`config.mk`:
```
export PLATFORM = sky130hd
export DESIGN_NAME = odc_channel_ctrl
export DESIGN_NICKNAME = d
export VERILOG_FILES = /design/src/rtl/odc_pkg.sv /design/src/rtl/odc_channel_ctrl.sv
export SDC_FILE = /design/constraint.sdc
export NUM_CORES = 1
export LEC_CHECK = 0
export BUFFER_PORTS_ARGS = -buffer_cell sky130_fd_sc_hd__buf_2
export CORE_ASPECT_RATIO = 0.75
export CORE_MARGIN = 1.5
export CORE_UTILIZATION = 52
export CTS_CLUSTER_SIZE = 8
export DETAILED_ROUTE_END_ITERATION = 8
export PLACE_DENSITY_LB_ADDON = 0.08
export RECOVER_POWER = 100
export SETUP_SLACK_MARGIN = 0.1
export SYNTH_ARGS = -nofsm -noshare
export SYNTH_HDL_FRONTEND = slang
export SYNTH_SLANG_ARGS = --single-unit
```
`constraint.sdc`:
```
create_clock -name hclk -period 1.9 [get_ports hclk]
set_clock_uncertainty 0.15 [all_clocks]
set_input_delay 0.38 -clock hclk [delete_from_list [all_inputs] [get_ports hclk]]
set_output_delay 0.38 -clock hclk [all_outputs]
set_load 0.01 [all_outputs]
```
`src/rtl/odc_pkg.sv`:
```
package odc_pkg;

   localparam int ODC_CHANNELS = 8;
   localparam int ODC_PAR_INPUTS = 4;

   // Register byte offsets
   localparam logic [7:0] ADDR_CMD = 8'h00;
   localparam logic [7:0] ADDR_STATUS = 8'h04;
   localparam logic [7:0] ADDR_MODE = 8'h08;

   // Per-channel command codes
   localparam logic [1:0] CMD_STBY = 2'h0;
   localparam logic [1:0] CMD_PAR = 2'h1;
   localparam logic [1:0] CMD_ON = 2'h2;
   localparam logic [1:0] CMD_OFF = 2'h3;

   // Values after power-on reset
   localparam logic [15:0] CMD_RESET = 16'hffff;
   localparam logic FRAME_ERR_RESET = 1'b1;

   // Field positions
   localparam int STAT_OT_LSB = 8;
   localparam int STAT_TER_BIT = 16;
   localparam int MODE_DRV_LSB = 8;
   localparam int MODE_STATE_LSB = 16;
   localparam int MODE_POWERUP_BIT = 18;
   localparam int MODE_LOWQ_BIT = 19;
   localparam int MODE_REDQ_BIT = 20;

   // Timing
   localparam int CLK_PERIOD_PS = 8000;
   localparam int OC_DELAY_US = 15;
   localparam int OC_FILTER_CYCLES =
      (OC_DELAY_US * 1000 * 1000 + CLK_PERIOD_PS - 1) / CLK_PERIOD_PS;
   localparam int OC_CNT_W = $clog2(OC_FILTER_CYCLES + 1);

   typedef enum {
      ST_UVLO,
      ST_LOWQ,
      ST_NORMAL,
      ST_LIMP
   } odc_state_t;

   typedef struct packed {
      logic enable;
      logic limp_home_pin;
      logic analog_supply;
      logic logic_supply;
      logic [3:0] par_in;
      logic [7:0] overcurrent;
      logic [7:0] overtemp;
   } odc_pins_t;

endpackage

```
`src/rtl/odc_channel_ctrl.sv`:
```
`timescale 1ns/1ps

// How it works
// - Overcurrent trip latches the channel driver off
// - Overcurrent shorter than filter delay is ignored
// - Overcurrent sensed at turn-on and while on
// - Standby code or power-on reset clears faults
// - Commands accepted only when powered and enabled
// - Enable rising restores all settings to defaults
// - Each channel mode selected independently by command
// - Reset sets commands off, frame error set
// - Limp-home ignores logic supply, analog supply acts
// - Power-up global off has diagnostic current off
// - Codes 11 off, 10 on, 01 parallel, 00 standby
// - Lockout forces outputs off, limp-home overrides enable
// - Standby disables diagnostics; all standby reduces quiescent
// - Enable and limp-home low give lowest quiescent
// - Parallel input n drives channels n and n+4
// - Off channel leaves pair partner on parallel input
// - Limp-home: channels 1-4 follow inputs, 5-8 off
// - Limp-home ignores commands, faults still sensed, reported
// - Leaving limp-home resets registers, diagnostics off
// - Leaving limp-home into global off sets frame error
// - Analog supply drop forces lockout, limp faults cleared
// - Enable or limp-home rising powers device up
// - Per-channel over-temperature latches only that channel off
// - Leaving lockout, or lowest quiescent into normal, sets frame error
module odc_channel_ctrl
   import odc_pkg::*;
#(
   parameter int CHANNELS = ODC_CHANNELS
) (
   input wire logic hclk,
   input wire logic hresetn,
   input wire logic hsel,
   input wire logic [31:0] haddr,
   input wire logic [1:0] htrans,
   input wire logic hwrite,
   input wire logic [2:0] hsize,
   input wire logic [31:0] hwdata,
   input wire logic hready,
   output logic [31:0] hrdata,
   output logic hreadyout,
   output logic hresp,
   input wire logic enable,
   input wire logic limp_home_pin,
   input wire logic analog_supply,
   input wire logic logic_supply,
   input wire logic [3:0] par_in,
   input wire logic [7:0] overcurrent,
   input wire logic [7:0] overtemp,
   output logic [7:0] driver_output,
   output logic [7:0] diag_current_en,
   output logic reduced_quiescent,
   output logic lowest_quiescent_state
);

   ////////////////////////////////////////////////////////////////////////////
   // Pin synchronisers

   odc_pins_t pins_raw;
   odc_pins_t pins_meta;
   odc_pins_t pins;

   assign pins_raw = '{enable: enable, limp_home_pin: limp_home_pin,
                       analog_supply: analog_supply, logic_supply: logic_supply,
                       par_in: par_in, overcurrent: overcurrent,
                       overtemp: overtemp};

   // All pins are asynchronous to hclk; supplies resolve as "not ok" at reset
   always_ff @(posedge hclk or negedge hresetn) begin
      if (!hresetn) begin
         pins_meta <= '0;
         pins <= '0;
      end else begin
         pins_meta <= pins_raw;
         pins <= pins_meta;
      end
   end

   ////////////////////////////////////////////////////////////////////////////
   // Device mode state machine

   odc_state_t state;
   odc_state_t next_state;
   logic clear_all;
   logic enter_normal;

   function automatic logic powered_down(input odc_state_t s);
      powered_down = (s == ST_UVLO) || (s == ST_LOWQ);
   endfunction

   always_comb begin
      next_state = state;
      case (state)
         ST_UVLO: begin
            if (pins.analog_supply && pins.limp_home_pin) begin
               next_state = ST_LIMP;
            end else if (pins.analog_supply && pins.logic_supply) begin
               next_state = pins.enable ? ST_NORMAL : ST_LOWQ;
            end
         end
         ST_LOWQ: begin
            if (!pins.analog_supply) begin
               next_state = ST_UVLO;
            end else if (pins.limp_home_pin) begin
               next_state = ST_LIMP;
            end else if (!pins.logic_supply) begin
               next_state = ST_UVLO;
            end else if (pins.enable) begin
               next_state = ST_NORMAL;
            end
         end
         ST_NORMAL: begin
            // Limp-home outranks a logic supply drop, so faults survive it
            if (!pins.analog_supply) begin
               next_state = ST_UVLO;
            end else if (pins.limp_home_pin) begin
               next_state = ST_LIMP;
            end else if (!pins.logic_supply) begin
               next_state = ST_UVLO;
            end else if (!pins.enable) begin
               next_state = ST_LOWQ;
            end
         end
         ST_LIMP: begin
            // Logic supply is not watched while limp-home is held, only on leaving it
            if (!pins.analog_supply) begin
               next_state = ST_UVLO;
            end else if (!pins.limp_home_pin) begin
               if (!pins.logic_supply) begin
                  next_state = ST_UVLO;
               end else begin
                  next_state = pins.enable ? ST_NORMAL : ST_LOWQ;
               end
            end
         end
         default: next_state = ST_UVLO;
      endcase
   end

   always_ff @(posedge hclk or negedge hresetn) begin
      if (!hresetn) begin
         state <= ST_UVLO;
      end else begin
         state <= next_state;
      end
   end

   // Every path into normal operation is a fresh power-up: lockout exit,
   // enable rising out of lowest quiescent, or limp-home exit
   assign clear_all = powered_down(state) ||
                      (state == ST_LIMP && next_state != ST_LIMP);
   assign enter_normal = (state != ST_NORMAL) && (next_state == ST_NORMAL);

   ////////////////////////////////////////////////////////////////////////////
   // AHB-Lite slave

   logic dp_write;
   logic dp_sel;
   logic [7:0] dp_addr;
   logic addr_phase;
   logic cmd_write;

   assign addr_phase = hsel && hready && htrans[1];
   // Zero wait states, so a request is answered in its own data phase
   assign hreadyout = 1'b1;
   assign hresp = 1'b0;

   always_ff @(posedge hclk or negedge hresetn) begin
      if (!hresetn) begin
         dp_write <= 1'b0;
         dp_sel <= 1'b0;
         dp_addr <= 8'h00;
      end else if (hready) begin
         dp_sel <= addr_phase;
         dp_write <= addr_phase && hwrite;
         dp_addr <= haddr[7:0];
      end
   end

   // Commands are dropped outside normal operation
   assign cmd_write = dp_sel && dp_write && (dp_addr == ADDR_CMD) &&
                      (state == ST_NORMAL);

   ////////////////////////////////////////////////////////////////////////////
   // Command register, frame error flag and power-up diagnostic gate

   logic [15:0] cmd;
   logic frame_err;
   logic powerup;

   always_ff @(posedge hclk or negedge hresetn) begin
      if (!hresetn) begin
         cmd <= CMD_RESET;
      end else if (clear_all) begin
         cmd <= CMD_RESET;
      end else if (cmd_write) begin
         cmd <= hwdata[15:0];
      end
   end

   // A set on entering normal operation wins over a clearing command
   always_ff @(posedge hclk or negedge hresetn) begin
      if (!hresetn) begin
         frame_err <= FRAME_ERR_RESET;
      end else if (state == ST_UVLO || enter_normal) begin
         frame_err <= 1'b1;
      end else if (cmd_write) begin
         frame_err <= 1'b0;
      end
   end

   // Keeps diagnostic current off until software commands the channels
   always_ff @(posedge hclk or negedge hresetn) begin
      if (!hresetn) begin
         powerup <= 1'b1;
      end else if (clear_all) begin
         powerup <= 1'b1;
      end else if (cmd_write) begin
         powerup <= 1'b0;
      end
   end

   // Channel n owns command bits [2n+1:2n]
   function automatic logic [1:0] chan_mode(input logic [15:0] c, input int ch);
      chan_mode = c[2 * ch +: 2];
   endfunction

   ////////////////////////////////////////////////////////////////////////////
   // Per-channel drive, overload filter and fault latches

   logic [7:0] overload;
   logic [7:0] overheat;
   logic [7:0] next_drive;
   logic [7:0] next_diag;
   logic [7:0] standby;

   genvar g;
   generate
      for (g = 0; g < CHANNELS; g++) begin : g_chan
         logic [OC_CNT_W-1:0] oc_cnt;
         logic fault_clr;
         logic par_bit;
         logic oc_expired;

         assign par_bit = pins.par_in[g % ODC_PAR_INPUTS];
         assign standby[g] = (chan_mode(cmd, g) == CMD_STBY);
         // Only a standby command or clear_all clears; parallel input toggles never do
         assign fault_clr = clear_all || (state == ST_NORMAL && standby[g]);
         assign oc_expired = (oc_cnt == OC_CNT_W'(OC_FILTER_CYCLES - 1)) &&
                             pins.overcurrent[g] && driver_output[g];

         always_comb begin
            next_drive[g] = 1'b0;
            case (state)
               ST_NORMAL: begin
                  case (chan_mode(cmd, g))
                     CMD_ON: next_drive[g] = 1'b1;
                     CMD_PAR: next_drive[g] = par_bit;
                     default: next_drive[g] = 1'b0;
                  endcase
               end
               ST_LIMP: begin
                  // Upper channels have no input of their own here
                  next_drive[g] = (g < ODC_PAR_INPUTS) ? par_bit : 1'b0;
               end
               default: next_drive[g] = 1'b0;
            endcase
            if (overload[g] || overheat[g]) begin
               next_drive[g] = 1'b0;
            end
         end

         always_comb begin
            next_diag[g] = (state == ST_NORMAL) && !powerup && !next_drive[g] &&
                           !standby[g];
         end

         // Counts only while driving, so turn-on into a short and a later
         // short are caught alike; saturates so a held short never wraps
         always_ff @(posedge hclk or negedge hresetn) begin
            if (!hresetn) begin
               oc_cnt <= '0;
            end else if (fault_clr || !pins.overcurrent[g] || !driver_output[g]) begin
               oc_cnt <= '0;
            end else if (oc_cnt != OC_CNT_W'(OC_FILTER_CYCLES)) begin
               oc_cnt <= oc_cnt + OC_CNT_W'(1);
            end
         end

         // Set wins over a standby clear in the same cycle
         always_ff @(posedge hclk or negedge hresetn) begin
            if (!hresetn) begin
               overload[g] <= 1'b0;
            end else if (oc_expired) begin
               overload[g] <= 1'b1;
            end else if (fault_clr) begin
               overload[g] <= 1'b0;
            end
         end

         always_ff @(posedge hclk or negedge hresetn) begin
            if (!hresetn) begin
               overheat[g] <= 1'b0;
            end else if (pins.overtemp[g] && !powered_down(state)) begin
               overheat[g] <= 1'b1;
            end else if (fault_clr) begin
               overheat[g] <= 1'b0;
            end
         end
      end
   endgenerate

   ////////////////////////////////////////////////////////////////////////////
   // Outputs

   always_ff @(posedge hclk or negedge hresetn) begin
      if (!hresetn) begin
         driver_output <= '0;
         diag_current_en <= '0;
         reduced_quiescent <= 1'b0;
         lowest_quiescent_state <= 1'b0;
      end else begin
         driver_output <= next_drive;
         diag_current_en <= next_diag;
         reduced_quiescent <= (state == ST_NORMAL) && (&standby);
         lowest_quiescent_state <= (state == ST_LOWQ);
      end
   end

   ////////////////////////////////////////////////////////////////////////////
   // Read data, taken in the address phase so it stands registered

   logic [31:0] status_word;
   logic [31:0] mode_word;

   // Upper bits read as zero
   always_comb begin
      status_word = 32'h0000_0000;
      status_word[7:0] = overload;
      status_word[STAT_OT_LSB +: 8] = overheat;
      status_word[STAT_TER_BIT] = frame_err;
   end

   // Exposes the device state so software can tell limp-home from lockout
   always_comb begin
      mode_word = 32'h0000_0000;
      mode_word[7:0] = diag_current_en;
      mode_word[MODE_DRV_LSB +: 8] = driver_output;
      mode_word[MODE_STATE_LSB +: 2] = 2'(state);
      mode_word[MODE_POWERUP_BIT] = powerup;
      mode_word[MODE_LOWQ_BIT] = lowest_quiescent_state;
      mode_word[MODE_REDQ_BIT] = reduced_quiescent;
   end

   always_ff @(posedge hclk or negedge hresetn) begin
      if (!hresetn) begin
         hrdata <= 32'h0000_0000;
      end else if (addr_phase && !hwrite) begin
         case (haddr[7:0])
            ADDR_CMD: hrdata <= {16'h0000, cmd};
            ADDR_STATUS: hrdata <= status_word;
            ADDR_MODE: hrdata <= mode_word;
            default: hrdata <= 32'h0000_0000;
         endcase
      end
   end

endmodule // odc_channel_ctrl

```
After elaboration in Yosys (flattened, before gate mapping)
Index checks and enable logic that the tools add are counted.

Bits in registers: 262. Latch bits: 0. Bits in writable memories: 0. ROM bits: 0. Input bits: 98. Output and inout bits: 52. Word-level logic and storage cells: 356. Memories kept: 0.

Add/sub/neg operators: 8. Multipliers: 0. Divide/modulo/power cells: 0. Order comparisons: 0. Equal/unequal tests: 43. Shift operators: 0. Mux-type cells: 85. Bitwise logic cells: 0. Reduce and logical (&&, ||, !) cells: 170.

Operators with widths (number): 32-bit two-way mux (12); 11-bit two-way mux (16); 32-bit one-hot mux with 4 select lines (1); 32-bit by 2-bit == test with 1-bit output, second input constant (3); 32-bit by 3-bit == test with 1-bit output, second input constant (3); 11-bit by 1-bit adder with 11-bit output, second input constant (8); 11-bit == test, second input constant (8); 11-bit != test, second input constant (8); 32-bit zero test (2); 32-bit by 3-bit != test with 1-bit output, second input constant (2); 21-bit one-hot mux with 3 select lines (1); 1-bit logical AND (61); 2-bit nonzero test (26); 1-bit two-way mux (39); 1-bit zero test (35); 1-bit logical OR (35); 32-bit by 1-bit == test with 1-bit output, second input constant (1); 16-bit two-way mux (2); 1-bit one-hot mux with 2 select lines (12); 2-bit by 1-bit == test with 1-bit output, second input constant (8); 2-bit == test, second input constant (8); 2-bit zero test (8); 8-bit zero test (2); 8-bit by 3-bit == test with 1-bit output, second input constant (1); 3 further kinds (4).

Depth between registers and ports, before layout
Gate-level depths: netlist of the first run.

Depth after elaboration: 12. Mapped depth: 7. Depth with buffers taken out: 6.

Least setup slack after synthesis of the first run
No wires, ideal clock.

Path kind: input-to-reg. Start point: input port haddr[1]. End point: register hrdata[10]. Library setup time: 0.065 ns. Arrival: 1.805 ns. Data required time: 1.685 ns. Path slack: -0.120 ns. Stages: 5. Path buffers: 1. Path through: or4_1 or4_4 a21oi_4 buf_6 a22o_1.

Longest elaborated chain between the ends: 2. Elaborated cells on any way between the ends: 4. Classes of those cells: 2 x eq/ne; 1 x mux; 1 x reduce/logical.

RTL lines: from (decl) (line odc_channel_ctrl.sv:36) `input wire logic [31:0] haddr,`; 8-bit by 4-bit == test with 1-bit output, or another cell as far along (line odc_channel_ctrl.sv:361) `case (haddr[7:0])`; 21-bit one-hot mux with 3 select lines * (line odc_channel_ctrl.sv:361); to (signal assigned) (line odc_channel_ctrl.sv:362) `ADDR_CMD: hrdata <= {16'h0000, cmd};`; to (signal assigned) (line odc_channel_ctrl.sv:363) `ADDR_STATUS: hrdata <= status_word;`; to (signal assigned) (line odc_channel_ctrl.sv:364) `ADDR_MODE: hrdata <= mode_word;`; to (decl) (line odc_channel_ctrl.sv:42) `output logic [31:0] hrdata,`.

Mark *: on every way between the ends. The rest lies on a longest branch, timed or not. A chain may end at the register's enable or synchronous reset.

Worst setup path after layout of the first run
Start point: register state[14]. End point: register cmd[14].

Longest elaborated chain between the ends: 9. Elaborated cells on any way between the ends: 28. Classes of those cells: 7 x eq/ne; 14 x mux; 7 x reduce/logical.

RTL lines: from (decl) (line odc_channel_ctrl.sv:84) `odc_state_t state;`; from (signal assigned) (line odc_channel_ctrl.sv:146) `state <= next_state;`; 32-bit two-way mux (on tied branches) (line odc_channel_ctrl.sv:122, odc_channel_ctrl.sv:110); 32-bit two-way mux (on tied branches) (line odc_channel_ctrl.sv:120, odc_channel_ctrl.sv:108); 32-bit two-way mux (on tied branches) (line odc_channel_ctrl.sv:118, odc_channel_ctrl.sv:106); 32-bit two-way mux (on tied branches) (line odc_channel_ctrl.sv:116, odc_channel_ctrl.sv:104); 32-bit one-hot mux with 4 select lines (line odc_channel_ctrl.sv:95) `case (state)`; 32-bit by 3-bit != test with 1-bit output (line odc_channel_ctrl.sv:153) `(state == ST_LIMP && next_state != ST_LIMP);`; 1-bit logical AND (line odc_channel_ctrl.sv:153); 1-bit logical OR (line odc_channel_ctrl.sv:152) `assign clear_all = powered_down(state) ||`; 16-bit two-way mux or 2-bit nonzero test (tied branches); to (signal assigned) (line odc_channel_ctrl.sv:199) `cmd <= hwdata[15:0];`; to (decl) (line odc_channel_ctrl.sv:189) `logic [15:0] cmd;`.

Parallel ways exist; a longest one is shown, timed or not.

==> summary.txt, run 1 <==
Run status
  – Status: finished, violations left
  – Failing checks: setup timing

Clocking
  – CTS tree: yes
  – Cts bufs inserted: 37
  – H-tree level count: 2
  – Clock latency on the worst-skew pair: 0.51 ns
  – Clk buf depth: 3
  – Clk sinks: 251
  – Clk root buf: clkbuf_16
  – Reg clk slew, reported paths: 0.05 ns

Timing
  – Final Setup Violations: 110
  – Final Critical Period: 2.027 ns
  – Achievable frequency: 0.4934 GHz
  – Final Cycle Share: 106.7%
  – Hold violation count in the final report: 0
  – Worst rel slew slack: 3.581%
  – Final Max Slew Viols: 0
  – Worst hold slack: 0.02805 ns
  – RSZ-0062 raised after global routing: yes
  – Setup ws final: -0.1268 ns
  – Slew @ Worst Pin: 1.446 ns

Worst setup path
  – Reg-to-Reg Start: state[14]$_DFF_PN0_
  – Worst path cell trace: nor4_2 > nand4_1 > or3_1 > buf_4 > o22a_1
  – Critical Path RT: 2.17 ns
  – CP max stage cell: or3_1
  – FF-to-FF path depth: 5
  – Worst R2R Setup Slack: -0.13 ns
  – Setup crit start kind: flop
  – Crit path kind: flop to flop
  – Crit. Startpoint: state[14]$_DFF_PN0_
  – Max incr delay on CP: 0.43 ns
  – Worst R2R End: cmd[14]$_DFFE_PN1P_
  – Crit end category: flop
  – Crit-path max FO: 11
  – Arr. time, crit path: 2.30 ns

Floorplan
  – Top Ports: 150
  – Die H: 128.1 um
  – Core area: 0.02033 mm2
  – Die area: 0.02174 mm2
  – Die Wd: 169.8 um
  – Row count: 45
  – Initial Util: 53.36%

Synth
  – Yosys warnings: 0
  – EDFF count, synth: 0
  – Synth top area cells: dfrtp_1 54%, ha_1 4.6%, dfstp_2 4.4%
  – Area leader, netlist: dfrtp_1
  – Post-synthesis sequential area ratio: 58.12%
  – Top_reg_cell synth: dfrtp_1
  – Syn_area_per_cell: 11.42 um2
  – Synthesized instance count: 950
  – Ys async rst share: 100.0%
  – Share of the synthesized area in the top cell type: 53.76%
  – Synthesized flop and latch total: 251
  – Netlist cell types: 51
  – Synth Cell Area: 0.01085 mm2

Detailed routing
  – M1 WL: 13200 um
  – Routed Wire Length: 27620 um
  – Drt first pass iters: 5
  – Met3 WL post-DR: 1263 um
  – Post-DRT Antenna Nets: 0
  – Via density: 5.345
  – Highest Signal Layer: met4
  – Post-route DRC: 0
  – Iteration-0 DRC Markers: 431
  – Wire length on met2: 12680 um
  – Wirelength per Cell: 17.81 um
  – Vias: 8290

Power
  – Max IR drop VDD: 753.2 uV
  – Pwr dens: 800.0 mW/mm2
  – Leakage: 6.225 nW

Layout
  – Area growth syn-to-layout: 37.53%
  – Finished Core Util: 73.38%
  – Cell area after layout: 0.01492 mm2
  – Layout fillers: 1403
  – NumNets Final: 1378
  – Diode count: 0
  – Proportion of layout cells with a drive suffix above 1: 27.42%

Global route
  – First-pass GRT wire length: 44770 um
  – Total track usage: 26.62%
  – Total grt overflow: 0
  – Number of antenna violations at the first check in global routing: 0
  – Vias in the first global route: 8404
  – Largest net degree at the start of global routing: 49

Place
  – RePlAce Congestion: 0.8468
  – PortBufs: 92
  – Detailed Place HPWL: 17680 um
  – Placed inst area: 0.01254 mm2
  – DP Worst Slack: -0.2734 ns

Min path
  – Worst hold endpoint: dp_write$_DFFE_PN0P_
  – WHS Path Cells: 3
  – Min-Delay Startpoint: hwrite
  – Hold Path Class: input port to flop

Job
  – Maximum capacitance violations: 0
critical path, delay by kind of cell (launching register included):
kind            cells  cell delay, ns
simple gates        3            1.00
compound gates      1            0.21
flops               1            0.37
buf+inv             1            0.20
layout make-up:
| type | count | area (um2) | share of cell area (%) |
|---|---|---|---|
| Tap cell | 282 | 352.8 | 2.366 |
| Timing Repair Buffer | 245 | 1972 | 13.22 |
| Sequential cell | 251 | 6304 | 42.26 |
| Inverter | 35 | 131.4 | 0.8808 |
| Clock buffer | 64 | 1027 | 6.887 |
| Clock inverter | 4 | 48.80 | 0.3272 |
| Multi-Input combinational cell | 670 | 5080 | 34.06 |
Yosys cell counts (all sizes together) (5+ instances only):
master   count
mux2i       16
a22o        33
nand2       57
xnor2       43
xor2        29
mux2        12
dfrtp      233
nand3       47
inv         35
buf         24
ha          40
a21oi       13
and2         8
nor4b        6
or4          8
nor3b       10
a31o         8
nor2b        5
o21ai       29
o2bb2ai      5
clkbuf      19
nand4       19
nor4        15
dfstp       18
nor3        26
and3        18
nor2       109
a211oi      11
o22a        16
power by group:
part	total [mW]	switching [mW]	internal [mW]	leakage (nW)
clock network	5.99	2.32	3.67	0.506
logic	0.418	0.226	0.193	2.52
registers	5.52	0.0600	5.46	3.20
repair_timing:
action	CTS	global route
setup buffers	7	5
pin swaps	95	42
cloned	10	2
resized for setup	87	58
setup endpoints to repair	138	159
hold buffers	48	1
endpoints found under the hold margin	103	1
cells in the final DEF, fill, tap and decap left out, types with 6 or more instances in the layout:
cell,n
buf_4,75
nor3b_2,6
ha_1,40
o21ai_0,21
nor4b_1,6
mux2_2,12
mux2i_1,16
dfrtp_1,233
and3_1,16
buf_2,45
nor3_2,8
o22a_1,16
a21oi_1,9
conb_1,43
xnor2_1,43
nor3_1,18
buf_12,18
dfstp_2,18
a211oi_2,8
nor2_2,43
buf_6,7
a22o_1,33
nand3_4,8
nor2_1,64
and2_1,8
clkbuf_16,39
inv_1,35
xor2_1,29
nand2_1,56
a31o_4,16
nor4_4,6
clkbuf_1,72
nand4_1,19
nand3_1,38
nor4_1,7
dlygate4sd3_1,48
sequential cells by signal, indices dropped and copies added (netlist names):
| register | cells |
|---|---|
| g_chan.oc_cnt | 88 |
| diag_current_en | 8 |
| pins | 20 |
| powerup | 1 |
| reduced_quiescent | 1 |
| dp_write | 1 |
| frame_err | 1 |
| g_chan.par_bit | 4 |
| cmd | 16 |
| state | 32 |
| overload | 8 |
| overheat | 8 |
| pins_meta | 24 |
| dp_sel | 1 |
| dp_addr | 8 |
| hrdata | 21 |
| lowest_quiescent_state | 1 |
| driver_output | 8 |
metrics by stage:
| stage | cells | TNS, ns | power, mW |
|---|---|---|---|
| after floorplan | 991 | -1.342 | 5.690 |
| after detailed placement | 1412 | -12.50 | 5.936 |
| final | 1551 | -5.424 | 11.93 |
| after global placement | 1412 | -8.157 | 5.930 |
| after global routing | 1551 | -45.64 | 12.39 |
| after CTS | 1545 | -7.634 | 12.04 |
layer usage:
layer  vias up  GRT usage [%]
met4         0          6.559
met5         -              0
li1       3896              -
met1      4140          39.58
met2       212          40.94
met3        42          4.415
how the worst max path moves through the flow:
stage	to	depth (start not counted)	slack, ns
finish	cmd[14]$_DFFE_PN1P_	5	-0.13
global route	diag_current_en[2]$_DFF_PN0_	5	-0.27
CTS	diag_current_en[2]$_DFF_PN0_	5	-0.13
detailed placement	hrdata[18]$_DFFE_PN0P_	5	-0.27
global placement	hrdata[20]$_DFFE_PN0P_	5	-0.24
floorplan	hrdata[10]$_DFFE_PN0P_	5	-0.11
kinds of logic after synthesis:
| kind of cell | share of synthesized area [%] |
|---|---|
| AND/OR/NAND/NOR | 16.84 |
| flip-flops | 58.12 |
| AO/OA/AOI/OAI | 8.491 |
| buffers and inverters | 3.323 |
| XOR/XNOR | 5.814 |
| adder cells (fa/ha/maj) | 4.615 |
| multiplexers | 2.723 |
| other | 0.06925 |
(Power assumes the default switching activity.)
==> inputs of run 2 (changes only) <==
CORE_UTILIZATION = 36   (was 52)
==> run 2 against run 1 <==
  * The run still ends with setup timing left
  * Fmax down 2.5%
  * Setup slack worse by 0.051 ns
  * Sequential share of layout area down 0.70 points
  * First-iteration DRC count down 22%
  * Final cell count up 7.4%
  * Design area up 1.7%
  * Worst hold slack better by 0.028 ns
  * Utilization down 22 points
  * Clock power up 2%
  * Critical endpoint is now diag_current_en[2]$_DFF_PN0_
==> summary.txt, run 2 (synthesis gave the netlist of run 1 again) <==
Power
  – Pwr dens: 795.4 mW/mm2 (-0.58%)
  – Leakage: 6.310 nW (+1.4%)
  – Max IR drop VDD: 744.7 uV (-1.1%)

Detailed routing
  – M1 WL: 14890 um (+13%)
  – Wire length on met2: 12730 um (+0.39%)
  – Routed Wire Length: 29550 um (+7.0%)
  – Post-DRT Antenna Nets: 0 (unchanged)
  – Via density: 4.820 (-9.8%)
  – Post-route DRC: 0 (unchanged)
  – Met3 WL post-DR: 1204 um (-4.7%)
  – Wirelength per Cell: 17.75 um (-0.36%)
  – Iteration-0 DRC Markers: 338 (-22%)
  – Vias: 8026 (-3.2%)
  – Drt first pass iters: 4 (-1)
  – Highest Signal Layer: met4

Layout
  – Most frequent cells in the layout: 233 x dfrtp_1, 87 x nor2_1, 74 x clkbuf_1
  – Multi-input combinational cell area: 0.005037 mm2 (-0.84%)
  – Area growth syn-to-layout: 39.85%
  – Max reg flops: 88 (unchanged)
  – Proportion of layout cells with a drive suffix above 1: 26.08% (-1.3 points)
  – Largest regs: g_chan.oc_cnt x88, state x32, pins_meta x24
  – Diode count: 0 (unchanged)
  – Register area: 0.006304 mm2 (unchanged)
  – NumNets Final: 1384 (+0.44%)
  – Largest Register: g_chan.oc_cnt
  – Most common cell after layout, fill and taps aside: dfrtp_1
  – Layout fillers: 2676 (+91%)

Timing
  – Final Critical Period: 2.078 ns (+0.05119 ns)
  – Final Max Slew Viols: 0 (unchanged)
  – Post-Route Setup TNS: -4.819 ns (+0.6049 ns)
  – Slew @ Worst Pin: 1.454 ns (+0.008061 ns)
  – Setup ws final: -0.1780 ns (-0.05120 ns)
  – RSZ-0062 raised after global routing: yes
  – Final Cycle Share: 109.4% (+2.7 points)
  – Achievable frequency: 0.4812 GHz (-2.5%)
  – Final Setup Violations: 70 (-36%)
  – Worst rel slew slack: 3.043% (-0.54 points)
  – Worst hold slack: 0.05624 ns (+0.02820 ns)
  – Hold violation count in the final report: 0 (unchanged)

Place
  – PortBufs: 92 (unchanged)
  – Detailed Place HPWL: 19530 um (+10%)
  – RePlAce Congestion: 0.8130 (-4.0%)

Min path
  – Hold Path Class: input port to flop
  – Min-Delay Startpoint: haddr[2]
  – WHS Path Cells: 2 (-1)

Worst setup path
  – Reg-to-Reg Start: state[30]$_DFF_PN0_
  – Crit end category: flop
  – Setup crit start kind: flop
  – Critical Path RT: 2.18 ns (about the same)
  – Crit path kind: flop to flop
  – FF-to-FF path depth: 6 (+1)
  – Crit-path max FO: 8 (-3)
  – Arr. time, crit path: 2.36 ns (+0.06 ns)
  – Crit. Startpoint: state[30]$_DFF_PN0_

Run status
  – Status: finished, violations left
  – Failing checks: setup timing

Clocking
  – Clk buf depth: 3 (unchanged)
  – Clock latency on the worst-skew pair: 0.52 ns (about the same)
  – Clk sinks: 251 (unchanged)
  – Reg clk slew, reported paths: 0.05 ns (about the same)
  – Cts bufs inserted: 37 (unchanged)
  – Clk root buf: clkbuf_16
  – H-tree level count: 2 (unchanged)
  – CTS tree: yes

Floorplan
  – Die area: 0.03119 mm2 (+43%)
  – Top Ports: 150 (unchanged)
  – Initial Util: 36.99% (-16 points)
  – Core area: 0.02932 mm2 (+44%)
  – Die Wd: 203.4 um (+20%)
  – Die H: 153.3 um (+20%)
  – Row count: 54 (+20%)

Global route
  – Total grt overflow: 0 (unchanged)
  – Largest net degree at the start of global routing: 43 (-12%)
  – Number of antenna violations at the first check in global routing: 0 (unchanged)
  – Total track usage: 19.66% (-7.0 points)
  – Vias in the first global route: 8296 (-1.3%)
  – First-pass GRT wire length: 47420 um (+5.9%)

Job
  – Maximum capacitance violations: 0 (unchanged)
-- run 2: cell count changes in the layout (fill, tap and decap cells not counted), moves of 6 or more --
cell	previous run	this run
nor2_1	64	87
nor2_2	43	21
buf_6	7	14
buf_4	75	69
-- run 2: metal layers --
| layer | global-route usage [%] | up-vias |
|---|---|---|
| li1 | - | 3907 |
| met1 | 29.65 | 3925 |
| met3 | 3.412 | 50 |
| met2 | 28.54 | 144 |
| met5 | 0 | - |
| met4 | 6.138 | 0 |
-- run 2: through the flow --
stage | utilization [%] | total power [mW] | worst slack (ns) | std cells | cell area, um2
6_report | 51.72 | 12.06 | -0.1780 | 1665 | 15170
5_1_grt | 51.72 | 12.57 | -0.2683 | 1665 | 15170
4_1_cts | 51.22 | 12.25 | -0.2048 | 1662 | 15020
3_5_place_dp | 43.39 | 5.956 | -0.3164 | 1525 | 12720
3_3_place_gp | 43.39 | 5.956 | -0.2955 | 1525 | 12720
2_1_floorplan | - | 5.690 | -0.1074 | 991 | 11140
-- run 2: cell type report --
type | instances | area share [%]
flip-flops and latches | 251 | 41.56
multi-input cells | 670 | 33.21
repair buffers | 251 | 13.98
clock buffers | 64 | 7.053
well taps | 392 | 3.234
inverters | 35 | 0.8662
clock inverters | 2 | 0.09074
-- run 2: worst max-delay path, stage by stage (launching register included) --
cell and delay (ns):
dfrtp_1 0.39, nor4_4 0.30, nand4_1 0.22, buf_4 0.20, or4_4 0.43, buf_12 0.17
nor3_2 0.14
-- run 2: where the power goes --
group          total [mW]  leakage (nW)  internal (mW)  switching, mW
Combinational       0.418          2.59          0.188          0.230
Sequential           5.52          3.20           5.46         0.0609
Clock                6.12         0.519           3.79           2.33
Total                12.1          6.31           9.44           2.62
-- run 2: worst paths after layout --
path                                           endpoint  slack, ns
min                              dp_addr[2]$_DFFE_PN0P_       0.06
min reg2reg                 g_chan[3].par_bit$_DFF_PN0_       0.19
max reg2reg                diag_current_en[2]$_DFF_PN0_      -0.18
max in group asynchronous           cmd[10]$_DFFE_PN1P_       0.01
max                        diag_current_en[2]$_DFF_PN0_      -0.18
min in group asynchronous        dp_addr[3]$_DFFE_PN0P_       0.60
-- run 2: what timing repair did --
action	4_1_cts	5_1_grt
resized for setup	107	37
setup buffers	12	2
pin swaps	80	22
cloned	11	1
endpoints found under the setup margin	139	142
endpoints found under the hold margin	113	0
hold buffers	48	0
